File: src/verilog/gpio_port_pkg.sv
// constants, field layout and carrier types for the set/clear gpio port block
// assumes a 32-bit apb master and a single 100 mhz clock domain
package gpio_port_pkg;

    // port geometry
    localparam int NUM_PORTS = 8;
    localparam int PORT_W    = 8;
    localparam int ADDR_W    = 8;
    localparam int DATA_W    = 32;

    // register byte addresses
    localparam logic [7:0] ADDR_SETCLR    = 8'h00;
    localparam logic [7:0] ADDR_ROUTE     = 8'h04;
    localparam logic [7:0] ADDR_TRIG      = 8'h08;
    localparam logic [7:0] ADDR_DIR_BASE  = 8'h20;
    localparam logic [7:0] ADDR_POL_BASE  = 8'h40;
    localparam logic [7:0] ADDR_STAT_BASE = 8'h60;

    // banked regions, selected by paddr[7:5], word index in paddr[4:2]
    localparam logic [2:0] REGION_DIR  = 3'h1;
    localparam logic [2:0] REGION_POL  = 3'h2;
    localparam logic [2:0] REGION_STAT = 3'h3;

    // field positions of the set/clear command word
    localparam int SET_LSB = 0;
    localparam int CLR_LSB = 8;
    localparam int ID_LSB  = 16;

    // field positions of a status word
    localparam int STAT_STATE_LSB = 0;
    localparam int STAT_PIN_LSB   = 8;
    localparam int STAT_DIR_LSB   = 16;

    // port identifiers
    localparam logic [7:0] PORT_ID_FIRST = 8'h01;
    localparam logic [7:0] PORT_ID_LAST  = 8'h08;
    localparam logic [7:0] PORT_ID_TRIG  = 8'h09;
    localparam int         OUT_SEL_BIT   = 7;

    // values after reset
    localparam logic [7:0] DIR_RESET   = 8'hff;
    localparam logic [7:0] POL_RESET   = 8'hff;
    localparam logic [7:0] STATE_RESET = 8'h00;
    localparam logic [7:0] ROUTE_RESET = 8'h00;

    // apb request from the master
    typedef struct packed {
        logic              psel;
        logic              penable;
        logic              pwrite;
        logic [ADDR_W-1:0] paddr;
        logic [DATA_W-1:0] pwdata;
    } apb_req_s;

    // decoded port identifier
    typedef struct packed {
        logic       valid;
        logic       trig;
        logic       writable;
        logic [2:0] idx;
    } port_sel_s;

endpackage

File: src/verilog/gpio_port_set_clear.sv
// gpio port block: direction, polarity and set/clear-mask output control for
// eight 8-bit ports plus the trigger bus port, which has no polarity and is software-driven unless FIXED_DIR_PORTS is set
// assumes an apb master on the same clock and pins sampled synchronously
`timescale 1ns/10ps

module gpio_port_set_clear
    import gpio_port_pkg::*;
#(
    parameter bit FIXED_DIR_PORTS = 1'b0
) (
    // clock and reset
    input  wire logic                              clock,
    input  wire logic                              rst_n,
    // apb slave
    input  wire apb_req_s                          apb_req,
    output logic [DATA_W-1:0]                      prdata,
    output logic                                   pready,
    output logic                                   pslverr,
    // general-purpose port pins
    input  wire logic [NUM_PORTS-1:0][PORT_W-1:0]  gpio_in,
    output logic [NUM_PORTS-1:0][PORT_W-1:0]       gpio_out,
    output logic [NUM_PORTS-1:0][PORT_W-1:0]       gpio_oe,
    // trigger bus lines
    input  wire logic [PORT_W-1:0]                 trigger_bus_in,
    output logic [PORT_W-1:0]                      trigger_bus_out,
    output logic [PORT_W-1:0]                      trigger_bus_oe
);

    // decode a port identifier; fixed variant uses the top bit as out/in select
    function automatic port_sel_s decode_port(input logic [7:0] id, input logic fixed);
        port_sel_s  s;
        logic [7:0] num;
        s   = '0;
        num = fixed ? {1'b0, id[6:0]} : id;
        if (num >= PORT_ID_FIRST && num <= PORT_ID_LAST) begin
            s.valid    = 1'b1;
            s.idx      = 3'(num - PORT_ID_FIRST);
            s.writable = fixed ? id[OUT_SEL_BIT] : 1'b1;
        end else if (!fixed && id == PORT_ID_TRIG) begin
            s.valid    = 1'b1;
            s.trig     = 1'b1;
            s.writable = 1'b1;
        end
        return s;
    endfunction

    // set/clear update; set ORed last so it wins, input bits held
    function automatic logic [7:0] apply_setclr(input logic [7:0] cur,
                                                input logic [7:0] set,
                                                input logic [7:0] clr,
                                                input logic [7:0] in_mask);
        logic [7:0] upd;
        upd = (cur & ~clr) | set;
        return (cur & in_mask) | (upd & ~in_mask);
    endfunction

    // byte lane of one port inside the flattened state vector
    function automatic logic [NUM_PORTS*PORT_W-1:0] port_mask(input logic [2:0] idx);
        logic [NUM_PORTS*PORT_W-1:0] m;
        m = '0;
        m[idx*PORT_W +: PORT_W] = '1;
        return m;
    endfunction

    // storage
    logic [NUM_PORTS-1:0][PORT_W-1:0] state_reg;
    logic [NUM_PORTS-1:0][PORT_W-1:0] dir_reg;
    logic [NUM_PORTS-1:0][PORT_W-1:0] pol_reg;
    logic [NUM_PORTS-1:0][PORT_W-1:0] pin_reg;
    logic [PORT_W-1:0]                trig_state_reg;
    logic [PORT_W-1:0]                trig_pin_reg;
    logic [PORT_W-1:0]                route_reg;
    logic [DATA_W-1:0]                prdata_reg;
    logic [DATA_W-1:0]                rd_next;

    // bus phase decode
    wire logic       setup   = apb_req.psel & ~apb_req.penable;
    wire logic       access  = apb_req.psel & apb_req.penable;
    wire logic       wr      = access & apb_req.pwrite;
    wire logic [2:0] region  = apb_req.paddr[7:5];
    wire logic [2:0] ridx    = apb_req.paddr[4:2];
    wire logic       aligned = apb_req.paddr[1:0] == 2'b00;

    // register address decode
    wire logic hit_setclr = apb_req.paddr == ADDR_SETCLR;
    wire logic hit_route  = apb_req.paddr == ADDR_ROUTE;
    wire logic hit_trig   = apb_req.paddr == ADDR_TRIG;
    wire logic hit_dir    = aligned && region == REGION_DIR;
    wire logic hit_pol    = aligned && region == REGION_POL;
    wire logic hit_stat   = aligned && region == REGION_STAT;
    wire logic addr_hit   = hit_setclr | hit_route | hit_trig | hit_dir | hit_pol | hit_stat;

    // set/clear command fields
    wire logic [7:0] set_mask = apb_req.pwdata[SET_LSB +: 8];
    wire logic [7:0] clr_mask = apb_req.pwdata[CLR_LSB +: 8];
    wire logic [7:0] port_id  = apb_req.pwdata[ID_LSB +: 8];
    wire port_sel_s  sel      = decode_port(port_id, FIXED_DIR_PORTS);

    // command qualification; fixed input ports take no writes
    wire logic       setclr_wr = wr & hit_setclr;
    wire logic       wr_gp     = setclr_wr & sel.valid & ~sel.trig & sel.writable;
    wire logic       wr_trig   = setclr_wr & sel.valid & sel.trig;
    wire logic [2:0] tgt_idx   = sel.idx;

    // target port view; fixed variant output ports have no input bits
    wire logic [7:0] cur_dir   = FIXED_DIR_PORTS ? 8'h00 : dir_reg[tgt_idx];
    wire logic [7:0] tgt_state = state_reg[tgt_idx];
    wire logic [7:0] gp_update = apply_setclr(tgt_state, set_mask, clr_mask, cur_dir);
    // trigger port ignores the direction bitmap entirely
    wire logic [7:0] trig_upd  = apply_setclr(trig_state_reg, set_mask, clr_mask, 8'h00);

    // answer at once; pin update lag is never waited for
    assign pready  = 1'b1;
    assign pslverr = access & (~addr_hit | (setclr_wr & ~sel.valid));
    assign prdata  = prdata_reg;

    // output state persists between commands, whole byte at once
    always_ff @(posedge clock) begin
        if (!rst_n) begin
            state_reg <= {NUM_PORTS{STATE_RESET}};
        end else if (wr_gp) begin
            state_reg[tgt_idx] <= gp_update;
        end
    end

    // trigger port accepts every write unless FIXED_DIR_PORTS is set, which leaves its id undecoded
    always_ff @(posedge clock) begin
        if (!rst_n) begin
            trig_state_reg <= STATE_RESET;
        end else if (wr_trig) begin
            trig_state_reg <= trig_upd;
        end
    end

    // direction bitmaps, all inputs after reset
    always_ff @(posedge clock) begin
        if (!rst_n) begin
            dir_reg <= {NUM_PORTS{DIR_RESET}};
        end else if (wr && hit_dir) begin
            dir_reg[ridx] <= apb_req.pwdata[7:0];
        end
    end

    // polarity flags, active low after reset
    always_ff @(posedge clock) begin
        if (!rst_n) begin
            pol_reg <= {NUM_PORTS{POL_RESET}};
        end else if (wr && hit_pol) begin
            pol_reg[ridx] <= apb_req.pwdata[7:0];
        end
    end

    // trigger line routing, nothing routed after reset
    always_ff @(posedge clock) begin
        if (!rst_n) begin
            route_reg <= ROUTE_RESET;
        end else if (wr && hit_route) begin
            route_reg <= apb_req.pwdata[7:0];
        end
    end

    // pin stage: one cycle behind the logical state, well inside the allowed lag
    always_ff @(posedge clock) begin
        if (!rst_n) begin
            pin_reg      <= {NUM_PORTS{STATE_RESET ^ POL_RESET}};
            trig_pin_reg <= STATE_RESET;
        end else begin
            pin_reg      <= state_reg ^ pol_reg;
            trig_pin_reg <= trig_state_reg;
        end
    end

    // read mux; unmapped addresses read zero
    always_comb begin
        rd_next = '0;
        if (hit_route) begin
            rd_next[7:0] = route_reg;
        end else if (hit_trig) begin
            rd_next[STAT_STATE_LSB +: 8] = trig_state_reg;
            rd_next[STAT_PIN_LSB +: 8]   = trigger_bus_in;
            rd_next[STAT_DIR_LSB +: 8]   = ~route_reg;
        end else if (hit_dir) begin
            rd_next[7:0] = dir_reg[ridx];
        end else if (hit_pol) begin
            rd_next[7:0] = pol_reg[ridx];
        end else if (hit_stat) begin
            rd_next[STAT_STATE_LSB +: 8] = state_reg[ridx];
            rd_next[STAT_PIN_LSB +: 8]   = gpio_in[ridx];
            rd_next[STAT_DIR_LSB +: 8]   = dir_reg[ridx];
        end
    end

    // read data caught in the setup cycle so it stands through the access
    always_ff @(posedge clock) begin
        if (!rst_n) begin
            prdata_reg <= '0;
        end else if (setup && !apb_req.pwrite) begin
            prdata_reg <= rd_next;
        end
    end

    // pins: fixed variant has dedicated output lines
    assign gpio_out        = pin_reg;
    assign gpio_oe         = FIXED_DIR_PORTS ? '1 : ~dir_reg;
    assign trigger_bus_out = trig_pin_reg;
    assign trigger_bus_oe  = route_reg;

    // helper terms for the checks below
    wire logic [7:0] both_on  = set_mask & clr_mask & ~cur_dir;
    wire logic [7:0] hold_msk = ~(set_mask | clr_mask) | cur_dir;
    wire logic [7:0] on_msk   = set_mask & ~cur_dir;
    wire logic [7:0] off_msk  = clr_mask & ~set_mask & ~cur_dir;
    // every lane except the one being written
    wire logic [NUM_PORTS*PORT_W-1:0] keep_mask = ~port_mask(tgt_idx);
endmodule // gpio_port_set_clear

File: config.mk
export PLATFORM = sky130hd
export DESIGN_NAME = gpio_port_set_clear
export DESIGN_NICKNAME = d
export VERILOG_FILES = /design/src/verilog/gpio_port_pkg.sv /design/src/verilog/gpio_port_set_clear.sv
export SDC_FILE = /design/constraint.sdc
export NUM_CORES = 1
export LEC_CHECK = 0
export BUFFER_PORTS_ARGS = -buffer_cell sky130_fd_sc_hd__buf_2
export CAP_MARGIN = 20
export CORE_ASPECT_RATIO = 0.75
export CORE_UTILIZATION = 43
export DETAILED_ROUTE_END_ITERATION = 16
export PLACE_DENSITY_LB_ADDON = 0.1
export SYNTH_ARGS = -nofsm -noshare
export SYNTH_HDL_FRONTEND = slang
export SYNTH_SLANG_ARGS = --single-unit
File: constraint.sdc
create_clock -name clock -period 2.95 [get_ports clock]
set_input_delay 0.295 -clock clock [delete_from_list [all_inputs] [get_ports clock]]
set_output_delay 0.295 -clock clock [all_outputs]
set_load 0.01 [all_outputs]
## Word level (Yosys, flattened, before mapping)

Cells that the tools add are included.

- Flip-flop bits (word level): 304
- Bits in latches: 0
- RAM bits: 0
- ROM bits: 0
- Input bits: 117
- Output and inout bits: 178
- Logic and storage cells: 126
- Memories: 0

- Add/subtract/negate cells: 1
- Multiply operators: 0
- Div/mod/pow operators: 0
- $lt $le $gt $ge: 6
- Equal/unequal tests: 6
- Shift operators: 0
- Muxes and demuxes: 32
- Bitwise logic cells: 32
- Reduce and logical (&&, ||, !) cells: 13

Operators with widths:

| kind | number |
|---|---|
| bitwise mux 64 bit | 3 |
| binary-select mux 8 bit (select 3 bit) | 6 |
| two-way mux 8 bit | 11 |
| inverter 64 bit | 1 |
| bitwise XOR 64 bit | 1 |
| demux 8 bit (select 3 bit) | 2 |
| two-way mux 16 bit | 3 |
| two-way mux 24 bit | 2 |
| AND 8 bit | 4 |
| inverter 8 bit | 3 |
| bitwise OR 8 bit | 3 |
| equality test 8 x 4 -> 1 bit, second input constant | 2 |
| AND 1 bit | 10 |
| logical AND 1 bit | 10 |
| equality test 8 x 3 -> 1 bit, second input constant | 1 |
| greater-or-equal comparator 8 x 1 -> 1 bit, second input constant | 1 |
| <= comparator 8 x 4 -> 1 bit, second input constant | 1 |
| logical NOT 8 bit | 1 |
| less-than comparator 3 x 4 -> 1 bit, second input constant | 2 |
| equality test 3 x 2 -> 1 bit, second input constant | 2 |
| greater-or-equal comparator 3 x 1 -> 1 bit, second input constant | 2 |
| two-way mux 3 bit | 2 |
| bitwise OR 1 bit | 6 |
| inverter 1 bit | 4 |
| other kinds (5) | 7 |

## Longest topological paths before layout

Gate-level depths: netlist (run 1).

- Depth after elaboration: 10
- Gate-level depth with buffers: 11
- Mapped depth without buffers: 8

## Worst setup path before layout (run 1)

No wires, ideal clock.

- Path type: input-to-reg
- From: input apb_req[16] (netlist bit)
- To: register state_reg[5] (netlist bit)
- Library setup time: 74 ps
- Data arrival time: 2429 ps
- Required time: 2876 ps
- Path slack: 447 ps
- Stages on the path: 11
- Path buffers: 4
- Cell sequence: inv_1 ha_1 clkbuf_1 nand2b_1 buf_1 clkbuf_1 nor3_1 a211o_1 or2_2 buf_2 a31oi_1

- Longest elaborated chain between the ends: 10
- Elaborated cells on any way between the ends: 30
- Those cells by class: add/sub (1); order compare (4); eq/ne (1); mux (12); bitwise (10); reduce/logical (2)

RTL lines:

| element | line | source |
|---|---|---|
| from (decl) | gpio_port_set_clear.sv:15 | `input wire apb_req_s apb_req,` |
| greater-or-equal comparator 8 x 1 -> 1 bit / <= comparator 8 x 4 -> 1 bit (equally long branches) | gpio_port_set_clear.sv:35 | `if (num >= PORT_ID_FIRST && num <= PORT_ID_LAST) begin` |
| logical AND 1 bit | gpio_port_set_clear.sv:35 |  |
| two-way mux 3 bit | gpio_port_set_clear.sv:35 |  |
| binary-select mux 8 bit (select 3 bit) | gpio_port_set_clear.sv:107 | `wire logic [7:0] tgt_state = state_reg[tgt_idx];` |
| two-way mux 8 bit (implied by the code) | gpio_port_set_clear.sv:107 |  |
| AND 8 bit | gpio_port_set_clear.sv:53 | `upd = (cur & ~clr) \| set;` |
| bitwise OR 8 bit | gpio_port_set_clear.sv:53 |  |
| AND 8 bit | gpio_port_set_clear.sv:54 | `return (cur & in_mask) \| (upd & ~in_mask);` |
| bitwise OR 8 bit | gpio_port_set_clear.sv:54 |  |
| bitwise mux 64 bit | gpio_port_set_clear.sv:122 | `state_reg[tgt_idx] <= gp_update;` |
| to (signal assigned) | gpio_port_set_clear.sv:120 | `state_reg <= {NUM_PORTS{STATE_RESET}};` |
| to (signal, indexed assignment) | gpio_port_set_clear.sv:122 |  |
| to (decl) | gpio_port_set_clear.sv:66 | `logic [NUM_PORTS-1:0][PORT_W-1:0] state_reg;` |

Parallel ways exist; a longest one is shown, timed or not. The select of a mux whose other input is x is not followed.
A chain may end at the register's enable or synchronous reset.

## Worst setup path in the final report (run 1)

- From: input apb_req[20] (netlist bit)
- To: register state_reg[5] (netlist bit)

The elaborated chain is that of the path after synthesis.

==> results of run 1 <==
layout by cell type, fill, tap and decap left out, types with 6 or more instances in the layout:
| cell type | Yosys | routed |
|---|---|---|
| a2111oi_0 | 12 | 12 |
| a211o_1 | 9 | 9 |
| a21boi_0 | 9 | 9 |
| a21oi_1 | 16 | 16 |
| a22oi_1 | 15 | 15 |
| a31oi_1 | 69 | 69 |
| and2_1 | 10 | 10 |
| buf_2 | 31 | 275 |
| buf_4 | 13 | 95 |
| clkbuf_1 | 80 | 6 |
| clkbuf_16 | 0 | 31 |
| clkbuf_8 | 0 | 9 |
| conb_1 | 2 | 9 |
| dfxtp_1 | 304 | 304 |
| inv_1 | 68 | 68 |
| mux2_2 | 8 | 8 |
| mux2i_1 | 83 | 83 |
| mux4_2 | 56 | 56 |
| nand2_1 | 214 | 214 |
| nand2b_1 | 6 | 6 |
| nand3_1 | 33 | 33 |
| nor2_1 | 59 | 59 |
| nor2b_1 | 19 | 19 |
| nor3_1 | 54 | 54 |
| o211a_1 | 17 | 17 |
| o211ai_1 | 87 | 87 |
| o21ai_0 | 121 | 121 |
| o21ai_1 | 9 | 9 |
| o221ai_1 | 16 | 16 |
| o22ai_1 | 13 | 13 |
| xnor2_1 | 65 | 65 |
worst max-delay path, cell delays in order:
cell and delay, ns:
buf_2 0.11, or4_4 0.57, a2111o_1 0.63, a2111oi_0 0.92, buf_4 0.23, nor4_1 0.05
o21ai_2 0.21, a31oi_1 0.15
cell usage after synthesis, drive strengths merged (2+ instances only):
cell type | instances | area (sq um)
o22ai | 13 | 81.3
nor2b | 19 | 119
nor4b | 2 | 30.0
o211ai | 87 | 653
a2111oi | 13 | 120
a311oi | 4 | 35.0
and3 | 2 | 12.5
nand2b | 6 | 37.5
mux4 | 56 | 1260
a21boi | 9 | 67.6
o311ai | 6 | 52.6
nand3 | 35 | 200
a211o | 9 | 78.8
and4 | 2 | 17.5
inv | 68 | 255
nor2 | 68 | 312
mux2 | 8 | 90.1
dfxtp | 304 | 6090
nor4 | 2 | 12.5
and2 | 10 | 62.6
nand4b | 2 | 17.5
nor3 | 56 | 303
nand2 | 214 | 803
mux2i | 83 | 831
a21oi | 17 | 88.8
a211oi | 6 | 55.1
o221ai | 16 | 140
buf | 67 | 377
o211a | 17 | 170
or3 | 5 | 31.3
o21ai | 135 | 694
a22oi | 15 | 113
clkbuf | 80 | 300
ha | 3 | 37.5
a31oi | 69 | 432
conb | 2 | 7.51
xnor2 | 65 | 569
nand3b | 2 | 15.0
or2 | 8 | 50.1
cells by family after synthesis:
group	after synthesis	synth area share, %
and+or+nand+nor	435	13.9
xor gates and xnor gates	66	3.93
other	2	0.0511
adders and majority gates	3	0.255
muxes	147	14.8
AOI/OAI and AO/OA	421	19.3
buffers and inverters	215	6.34
DFF	304	41.4
per-layer routing:
metal / vias to the layer above / share of wire [%] / wire length (um) / GRT usage, %
met1: 6728 / 45 / 25000 / 46.4
met3: 92 / 12 / 6730 / 9.74
met4: 0 / 2.5 / 1410 / 8.67
met2: 764 / 41 / 22700 / 42.7
li1: 6283 / - / - / -
met5: - / 0 / 0 / 0
per-stage QoR:
step / setup WS, ns / power (uW) / hold slack (ns) / TNS (ns)
global placement: -0.218 / 4940 / 0.476 / -1.65
detailed placement: -0.227 / 4940 / 0.481 / -2.10
global route: 0.146 / 9160 / 0.0892 / 0
finish: 0.234 / 8900 / 0.0791 / 0
floorplan: 0.447 / 4640 / 0.448 / 0
CTS: 0.369 / 8940 / 0.0593 / 0
worst min path at each step:
| stage | startpoint | end | slack (ns) |
|---|---|---|---|
| floorplan | trig_state_reg[0]$_SDFFE_PN0P_ | trigger_bus_out[0]$_SDFF_PN0_ | 0.45 |
| global placement | prdata[22]$_SDFFE_PN0P_ | prdata[22]$_SDFFE_PN0P_ | 0.48 |
| detailed placement | prdata[10]$_SDFFE_PN0P_ | prdata[10]$_SDFFE_PN0P_ | 0.48 |
| CTS | trigger_bus_in[1] | prdata[9]$_SDFFE_PN0P_ | 0.06 |
| global route | trigger_bus_in[1] | prdata[9]$_SDFFE_PN0P_ | 0.09 |
| finish | trigger_bus_in[3] | prdata[11]$_SDFFE_PN0P_ | 0.08 |
power breakdown:
group          internal, uW  total [uW]  leakage, uW  switching [uW]
clock                  2320        4030     0.000502            1710
sequential             4120        4130      0.00246            9.06
combinational           270         739      0.00449             469
total                  6710        8900      0.00745            2190
final cells by class:
class	count	area (sq um)
sequential	304	6090
clock inverter	9	104
fill	3103	15700
tap	450	563
antenna	1	2.50
multi-input combinational	1081	7720
inverter	68	255
clock buffer	46	922
timing repair buffer	376	2200
==> results.md, run 1 <==
* Status: complete, no violations
* Peak VDD IR at between 0.3 and 0.4 mV
* FF+latch count, synth at between 300 and 400
* Final Skew at 0.00835 ns
* Area grow syn2layout at 21.5%
* Hold Path Class: in -> reg
* Final setup fails at 0
* GRT Resource Usage Total at 31.2%
* Worst r2r path cells at 7
* Seq/Total Area, Yosys at about 41%
* DRC violations left at 0
* LEAKAGE at 0.00745 uW
* Clk sinks at between 300 and 400
* Final cycle utilization of the critical path at just over 90%
* Die Ht at ~160 um
* Syn avg cell area at just over 9 sq um
* Port Buffers at between 200 and 300
* Worst-Margin Slew at around 0.95 ns
* Clock Tree Buf Depth at 3
* Routed Antenna Nets at 0
* Starting Density at 43.7%
* CTS tree: yes
* IO Pins at ~300
* Crit Path Class: in -> reg
* Vias in the first global route at about 13,000
* Yosys cell types at 62
* Maximum clock frequency at approximately 0.37 GHz
* Post-route cell area at around 0.018 sq mm
* Nets at roughly 2,000
* Setup Fix Bufs, Post-CTS at 0
* Drt first-iter violations at around 1,400
* R2R Path End: prdata[2]$_SDFFE_PN0P_
* Cell area after synthesis at approximately 0.015 sq mm
* Placed instance count at about 2,300
* First-pass GRT wire length at 81.7 mm
* Die X at between 200 and 250 um
* DIE AREA at 0.0349 sq mm
* First drt pass iteration count at 6
* Initial antenna violation count at 1
* Largest net degree at the start of global routing at 87
* Reg-to-Reg Start: pol_reg[26]$_SDFFE_PN1P_
* Post-DP HPWL at 40.8 mm
* WHS Path Cells at 4
* Core area at between 0.03 and 0.04 sq mm
* Number of synthesized flops with an enable pin at 0
* Crit path DAT at ~3.2 ns
* CP Launch Type: primary input
* Drt wl/cell at roughly 24 um
* Critical Path Source: apb_req[20]
* Critical Path RT at roughly 3.4 ns
* RSZ-0062 raised after global routing: false
* FF-to-FF setup slack at 0.52 ns
* Critical path endpoint category: flip-flop
* CTS Buf Count at 31
* Max Cap Viol at 0
* Final Critical Period at 2.72 ns
* Via/cell ratio at roughly 5.9
* Drt total wl at between 50 and 60 mm
* Worst-path clk slew at ~0.060 ns
* Synth Flop Type: dfxtp_1
* Hold_buf cts at 0
* Site Rows at slightly below 60
* Critical path destination: state_reg[5]$_SDFFE_PN0P_
* Max_slew headroom at between 30% and 40%
* Total number of vias at approximately 14,000
* FFs w/ async S/R, synth at 0%
* Root buffer cell: clkbuf_16
* Max Slew Vio Count at 0
* Later-pin clock latency in the skew report at roughly 0.58 ns
* CTS resizes at 0
* H-tree level count at 1
* Syn Inst Count at around 1,600
* Placed cell area at 0.0168 sq mm
* Final hold vios at 0
* Gpl congestion at 1.01
* Synth Warn # at 0
* Power per standard cell area at around 500 mW/mm^2
* Post-route insts no fill at roughly 2,300
* Layout cell share with drive strength beyond 1 at approximately 28%
* Congestion Overflow GR at 0
* Fin util at between 50% and 60%
* Peak fanout along the critical path at 13
Note: power is estimated with default switching activity, not from simulation.
==> run 2, diff against run 1 <==
--- a/config.mk
+++ b/config.mk
@@ -8,9 +8,10 @@
 export BUFFER_PORTS_ARGS = -buffer_cell sky130_fd_sc_hd__buf_2
 export CAP_MARGIN = 20
 export CORE_ASPECT_RATIO = 0.75
-export CORE_UTILIZATION = 43
+export CORE_UTILIZATION = 55
 export DETAILED_ROUTE_END_ITERATION = 16
 export PLACE_DENSITY_LB_ADDON = 0.1
+export SLEW_MARGIN = 20
 export SYNTH_ARGS = -nofsm -noshare
 export SYNTH_HDL_FRONTEND = slang
 export SYNTH_SLANG_ARGS = --single-unit
==> constraint.sdc (replaced) <==
create_clock -name clock -period 3.1 [get_ports clock]
set_input_delay 0.31 -clock clock [delete_from_list [all_inputs] [get_ports clock]]
set_output_delay 0.31 -clock clock [all_outputs]
set_load 0.01 [all_outputs]
==> run 2 against run 1 <==
Effect of this change: clock power shrank 11%; clock skew is 0.0015 ns higher; utilization grew 14 points; register-to-register slack better by 0.32 ns; routed wire length decreased by 8.7%; setup slack better by 0.22 ns; power fell by 7.8%; critical path depth is 1 lower; combinational power shrank 8.8%; sequential power is 5% lower; hold slack improved by 0.0060 ns.
==> results.md, run 2 (synthesis results as in run 1) <==
* Status: complete, no violations (unchanged)
* Later-pin clock latency in the skew report at 0.56 ns (was 0.58 ns)
* CTS Buf Count at 30 (was 31)
* Sequential power share at 47.9% (was 46.4%)
* Sum Neg Setup Slack at 0 ns (unchanged)
* Final Critical Period at about 2.6 ns
* Layout cell share with drive strength beyond 1 at 27.0% (was 27.5%)
* Switching Fraction at 23.9% (was 24.6%)
* P_sw at 1960 uW (was 2190 uW)
* Initial antenna violation count at 1 (unchanged)
* Via/cell ratio at 6.27 (was 5.94)
* Crit Path Class: in -> out (was in -> reg)
* Crit path DAT at 2.33 ns (was 3.16 ns)
* Largest stage delay on the critical path at 0.50 ns (was 0.92 ns)
* Peak VDD IR at 0.501 mV (was 0.393 mV)
* Clk sinks at 304 (unchanged)
* Post-route insts no fill at 2,218 (was 2,335)
* Max_slew headroom at 53.7% (was 34.7%)
* Max Cap Viol at 0 (unchanged)
* Delay-heaviest family, CP: compound AO/OA/AOI/OAI gates (unchanged)
* Commonest non-fill, non-tap cell in the layout: dfxtp_1 (unchanged)
* Critical path endpoint category: output pin (was flip-flop)
* Worst-path clk slew at 0.06 ns (about the same)
* Fin util at 67.4% (was 53.1%)
* Area grow syn2layout at 19.8% (was 21.5%)
* Peak fanout along the critical path at 31 (was 13)
* Largest net degree at the start of global routing at 117 (was 87)
* CP Launch Type: primary input (unchanged)
* RSZ-0062 raised after global routing: false (unchanged)
* Final setup fails at 0 (unchanged)
* Worst-path cell chain: buf_2 > buf_12 > nor2_1 > and4_1 > a21boi_0 > o211a_1 > buf_2 (was buf_2 > or4_4 > a2111o_1 > a2111oi_0 > buf_4 > nor4_1 > o21ai_2 > a31oi_1)
* IO Pins at 295 (unchanged)
* Clock share of power at 43.9% (was 45.3%)
* Nets at 1,973 (was 1,982)
* Congestion Overflow GR at 0 (unchanged)
* Port Buffers at 277 (unchanged)
* Post-DP HPWL at 36.8 mm (was 40.8 mm)
* Routed Antenna Nets at 0 (unchanged)
* Power per standard cell area at 466 mW/mm^2 (was 498 mW/mm^2)
* Die Ht at 144 um (was 162 um)
* Int Power at 6250 uW (was 6710 uW)
* CTS resizes at 0 (unchanged)
* First drt pass iteration count at 8 (was 6)
* GRT Resource Usage Total at 36.1% (was 31.2%)
* Drt first-iter violations at 1,714 (was 1,361)
* Max Slew Vio Count at 0 (unchanged)
* Combinational share of power at 8.2% (was 8.3%)
* Hold Path Class: in -> reg (unchanged)
* Placed instance count at 2,165 (was 2,279)
* Hold_buf cts at 0 (unchanged)
* Root buffer cell: clkbuf_16 (unchanged)
* CTS tree: yes (unchanged)
* Vias in the first global route at 12,451 (was 12,638)
* Die X at 191 um (was 215 um)
* Site Rows at 51 (was 58)
* Starting Density at 56.3% (was 43.7%)
* Core area at 0.0261 sq mm (was 0.0336 sq mm)
* Worst-Margin Slew at 0.688 ns (was 0.955 ns)
* Total number of vias at 13,901 (was 13,867)
* Final cycle utilization of the critical path at between 80% and 90%
* Buf+Inv Stages, Crit Path at 3 (was 2)
* Gpl congestion at 1.02 (was 1.01)
* Maximum clock frequency at ~0.38 GHz
* First-pass GRT wire length at 74.8 mm (was 81.7 mm)
* H-tree level count at 1 (unchanged)
* Clock Tree Buf Depth at 3 (unchanged)
* Drt wl/cell at 23.0 um (was 23.9 um)
* Fill cell count at 2,181 (was 3,103)
* DRC violations left at 0 (unchanged)
* Final Total Pwr at 8200 uW (was 8900 uW)
* Crit path top cell by count: buf_2
* Worst path slowest cell: a21boi_0 (was a2111oi_0)
* Final Skew at 0.00982 ns (was 0.00835 ns)
* Critical Path RT at 2.79 ns (was 3.40 ns)
* Drt total wl at 51.0 mm (was 55.9 mm)
* Antenna cells at 0 (was 1)
* LEAKAGE at 0.00739 uW (was 0.00745 uW)
* Most frequent cells in the layout: dfxtp_1 (304), buf_2 (275), nand2_1 (214) (unchanged)
* Setup Fix Bufs, Post-CTS at 0 (unchanged)
* DIE AREA at 0.0274 sq mm (was 0.0349 sq mm)
* Final hold vios at 0 (unchanged)
## run 2: cell types whose count changed in the layout (fill, tap and decap cells not counted)
cell        previous run  this run
buf_4                 95        87
bufinv_16              2         1
diode_2                1         0
clkinv_2               4         3
clkbuf_8               9         7
clkinvlp_4             2         1
clkbuf_1               6         9
## run 2: stage by stage
stage                     setup WS [ns]  instance area [sq um]  hold slack, ns
final                             0.456                  17600          0.0850
after global routing              0.328                  17600          0.0958
after CTS                         0.487                  17600          0.0795
after detailed placement          0.168                  16600           0.478
after global placement            0.204                  16600           0.477
after floorplan                   0.582                  14700           0.448
## run 2: worst reg2reg max path: stages (launching register included)
cell       delay, ns
dfxtp_1         0.34
mux4_2          0.54
mux2i_1         0.37
o22ai_1         0.14
a2111oi_0       0.49
buf_4           0.21
a311oi_1        0.04
## run 2: area by class of cell
type	instances	area [sq um]	share of cell area [%]
clock buffers	47	906	5.15
clock inverters	6	61.3	0.348
inverters	68	255	1.45
multi-input cells	1081	7720	43.9
flip-flops and latches	304	6090	34.6
well taps	344	430	2.45
repair buffers	368	2140	12.2
## run 2: power by group through the flow
stage	combinational, uW	sequential [uW]	clock (uW)
6_report	674	3930	3600
5_1_grt	707	3930	3780
4_1_cts	660	3930	3630
3_5_place_dp	658	4020	0
3_3_place_gp	651	4020	0
2_1_floorplan	396	4020	0
## run 2: metal layers
metal	GRT usage (%)	vias to the layer above	routed length, um
li1	-	6275	-
met1	51.3	6575	21000
met2	52.5	909	21500
met3	9.60	140	6690
met4	12.4	2	1750
met5	0	-	17
## run 2: final timing paths
kind | start | end | slack [ns] | cells after the start
max reg2reg | pol_reg[26]$_SDFFE_PN1P_ | prdata[2]$_SDFFE_PN0P_ | 0.84 | 6
min | rst_n | dir_reg[23]$_SDFFE_PN1P_ | 0.09 | 2
max | apb_req[35] | pslverr | 0.46 | 7
min reg2reg | prdata[14]$_SDFFE_PN0P_ | prdata[14]$_SDFFE_PN0P_ | 0.49 | 1
==> run 3, diff against run 2 <==
--- a/config.mk
+++ b/config.mk
@@ -7,8 +7,10 @@
 export LEC_CHECK = 0
 export BUFFER_PORTS_ARGS = -buffer_cell sky130_fd_sc_hd__buf_2
 export CAP_MARGIN = 20
+export CELL_PAD_IN_SITES_DETAIL_PLACEMENT = 0
+export CELL_PAD_IN_SITES_GLOBAL_PLACEMENT = 1
 export CORE_ASPECT_RATIO = 0.75
-export CORE_UTILIZATION = 55
+export CORE_UTILIZATION = 45
 export DETAILED_ROUTE_END_ITERATION = 16
 export PLACE_DENSITY_LB_ADDON = 0.1
 export SLEW_MARGIN = 20
==> constraint.sdc (replaced) <==
create_clock -name clock -period 3.4 [get_ports clock]
set_input_delay 0.34 -clock clock [delete_from_list [all_inputs] [get_ports clock]]
set_output_delay 0.34 -clock clock [all_outputs]
set_load 0.01 [all_outputs]
==> run 3 against run 2 <==
Effect of this change: hold slack improved by 0.091 ns; routed wire length is 9.3% higher; first-iteration DRC count decreased by 13%; clock power increased by 9.7%; via count decreased by 0.97%; largest power group is now clock; highest routed layer unchanged.
==> results.md, run 3 (synthesis results as in run 1) <==
* Nets at 1,947 (was 1,973)
* Total number of vias at 13,766 (was 13,901)
* Status: complete, no violations (unchanged)
* Post-DP HPWL at 40.2 mm (was 36.8 mm)
* Final Skew at 0.0283 ns (was 0.00982 ns)
* Final hold vios at 0 (unchanged)
* Max Slew Vio Count at 0 (unchanged)
* Post-route insts no fill at 2,287 (was 2,218)
* Worst-path clk slew at 0.06 ns (about the same)
* CTS tree: yes (unchanged)
* Critical path endpoint category: output pin (unchanged)
* Drt wl/cell at 24.4 um (was 23.0 um)
* Peak VDD IR at 0.291 mV (was 0.501 mV)
* DRC violations left at 0 (unchanged)
* Hold_buf cts at 0 (unchanged)
* Clock Tree Buf Depth at 3 (unchanged)
* First drt pass iteration count at 6 (was 8)
* Port Buffers at 277 (unchanged)
* Vias in the first global route at 12,467 (was 12,451)
* IO Pins at 295 (unchanged)
* Placed instance count at 2,226 (was 2,165)
* Final cycle utilization of the critical path at between 90% and 100%
* Worst-Margin Slew at 0.953 ns (was 0.688 ns)
* Layout cell share with drive strength beyond 1 at 26.4% (was 27.0%)
* Drt total wl at 55.7 mm (was 51.0 mm)
* Final Critical Period at 3.07 ns
* Setup Fix Bufs, Post-CTS at 0 (unchanged)
* Clk sinks at 304 (unchanged)
* Hold Path Class: in -> reg (unchanged)
* Maximum clock frequency at between 0.3 and 0.4 GHz
* CTS Buf Count at 34 (was 30)
* Antenna cells at 0 (unchanged)
* First-pass GRT wire length at 80.9 mm (was 74.8 mm)
* CTS resizes at 0 (unchanged)
* Later-pin clock latency in the skew report at 0.55 ns (was 0.56 ns)
* Power per standard cell area at 460 mW/mm^2 (was 466 mW/mm^2)
* Routed Antenna Nets at 0 (unchanged)
* Drt first-iter violations at 1,496 (was 1,714)
* Core area at 0.0317 sq mm (was 0.0261 sq mm)
* Fin util at 55.9% (was 67.4%)
* RSZ-0062 raised after global routing: false (unchanged)
* LEAKAGE at 0.00735 uW (was 0.00739 uW)
* Peak fanout along the critical path at 45 (was 31)
* Sum Neg Setup Slack at 0 ns (unchanged)
* Via/cell ratio at 6.02 (was 6.27)
* Most frequent cells in the layout: dfxtp_1 (304), buf_2 (275), nand2_1 (214) (unchanged)
* Largest net degree at the start of global routing at 110 (was 117)
* H-tree level count at 2 (was 1)
* DIE AREA at 0.0334 sq mm (was 0.0274 sq mm)
* Max Cap Viol at 0 (unchanged)
* Crit Path Class: in -> out (unchanged)
* GRT Resource Usage Total at 32.7% (was 36.1%)
* CP Launch Type: primary input (unchanged)
* Critical Path RT at 3.06 ns (was 2.79 ns)
* Gpl congestion at 0.924 (was 1.02)
* Max_slew headroom at 36.2% (was 53.7%)
* Commonest non-fill, non-tap cell in the layout: dfxtp_1 (unchanged)
* Die Ht at 159 um (was 144 um)
* Root buffer cell: clkbuf_16 (unchanged)
* Area grow syn2layout at 20.5% (was 19.8%)
* Initial antenna violation count at 1 (unchanged)
* Die X at 211 um (was 191 um)
* Starting Density at 46.4% (was 56.3%)
* Site Rows at 56 (was 51)
* Final setup fails at 0 (unchanged)
* Crit path DAT at 2.73 ns (was 2.33 ns)
* Congestion Overflow GR at 0 (unchanged)
==> run 3: cell count changes in the layout (fill, tap and decap cells not counted), sizes merged <==
cell | before | now
inv | 68 | 70
clkbuf | 47 | 48
buf | 368 | 338
clkinv | 4 | 6
bufinv | 1 | 4
==> run 3: where the power goes <==
| part | switching, uW | internal (uW) | total (uW) |
|---|---|---|---|
| combinational | 397 | 220 | 617 |
| clock | 1570 | 2370 | 3950 |
| sequential | 9.17 | 3580 | 3580 |
==> run 3: path summary, 6_finish.rpt <==
path                                  from                 endpoint  slack (ns)  cells after the start
hold / removal           trigger_bus_in[0]   prdata[8]$_SDFFE_PN0P_        0.18                      4
setup reg to reg  dir_reg[14]$_SDFFE_PN1P_   prdata[6]$_SDFFE_PN0P_        0.96                      5
setup / recovery               apb_req[34]                  pslverr        0.33                      6
hold reg to reg    prdata[18]$_SDFFE_PN0P_  prdata[18]$_SDFFE_PN0P_        0.49                      1
==> run 3: through the flow <==
stage	power, uW	cell area (sq um)	worst slack [ns]	hold slack [ns]
detailed placement	4270	16500	0.284	0.483
CTS	8170	17700	0.394	0.166
floorplan	4030	14700	0.852	0.448
global route	8370	17700	0.335	0.207
finish	8150	17700	0.325	0.176
global placement	4260	16500	0.315	0.477
==> run 3: final cells by class <==
type / instances / area, sq um
Timing Repair Buffer: 338 / 1920
Tap cell: 435 / 544
Sequential cell: 304 / 6090
Fill cell: 2891 / 14000
Inverter: 68 / 255
Clock buffer: 48 / 1000
Multi-Input combinational cell: 1081 / 7720
Clock inverter: 13 / 186
==> run 3: worst max-delay path: stages <==
cell and delay (ns):
buf_4 0.36, nor2_1 0.55, and4_1 0.52, a21boi_0 0.55
o211a_1 0.24, buf_2 0.13
==> run 3: metal layers <==
metal	up-vias	part of all wire (%)	track usage, %
met2	776	41	46.0
met5	-	0.023	0
met1	6655	45	48.8
met3	115	10	6.98
li1	6218	-	-
met4	2	3.0	11.1
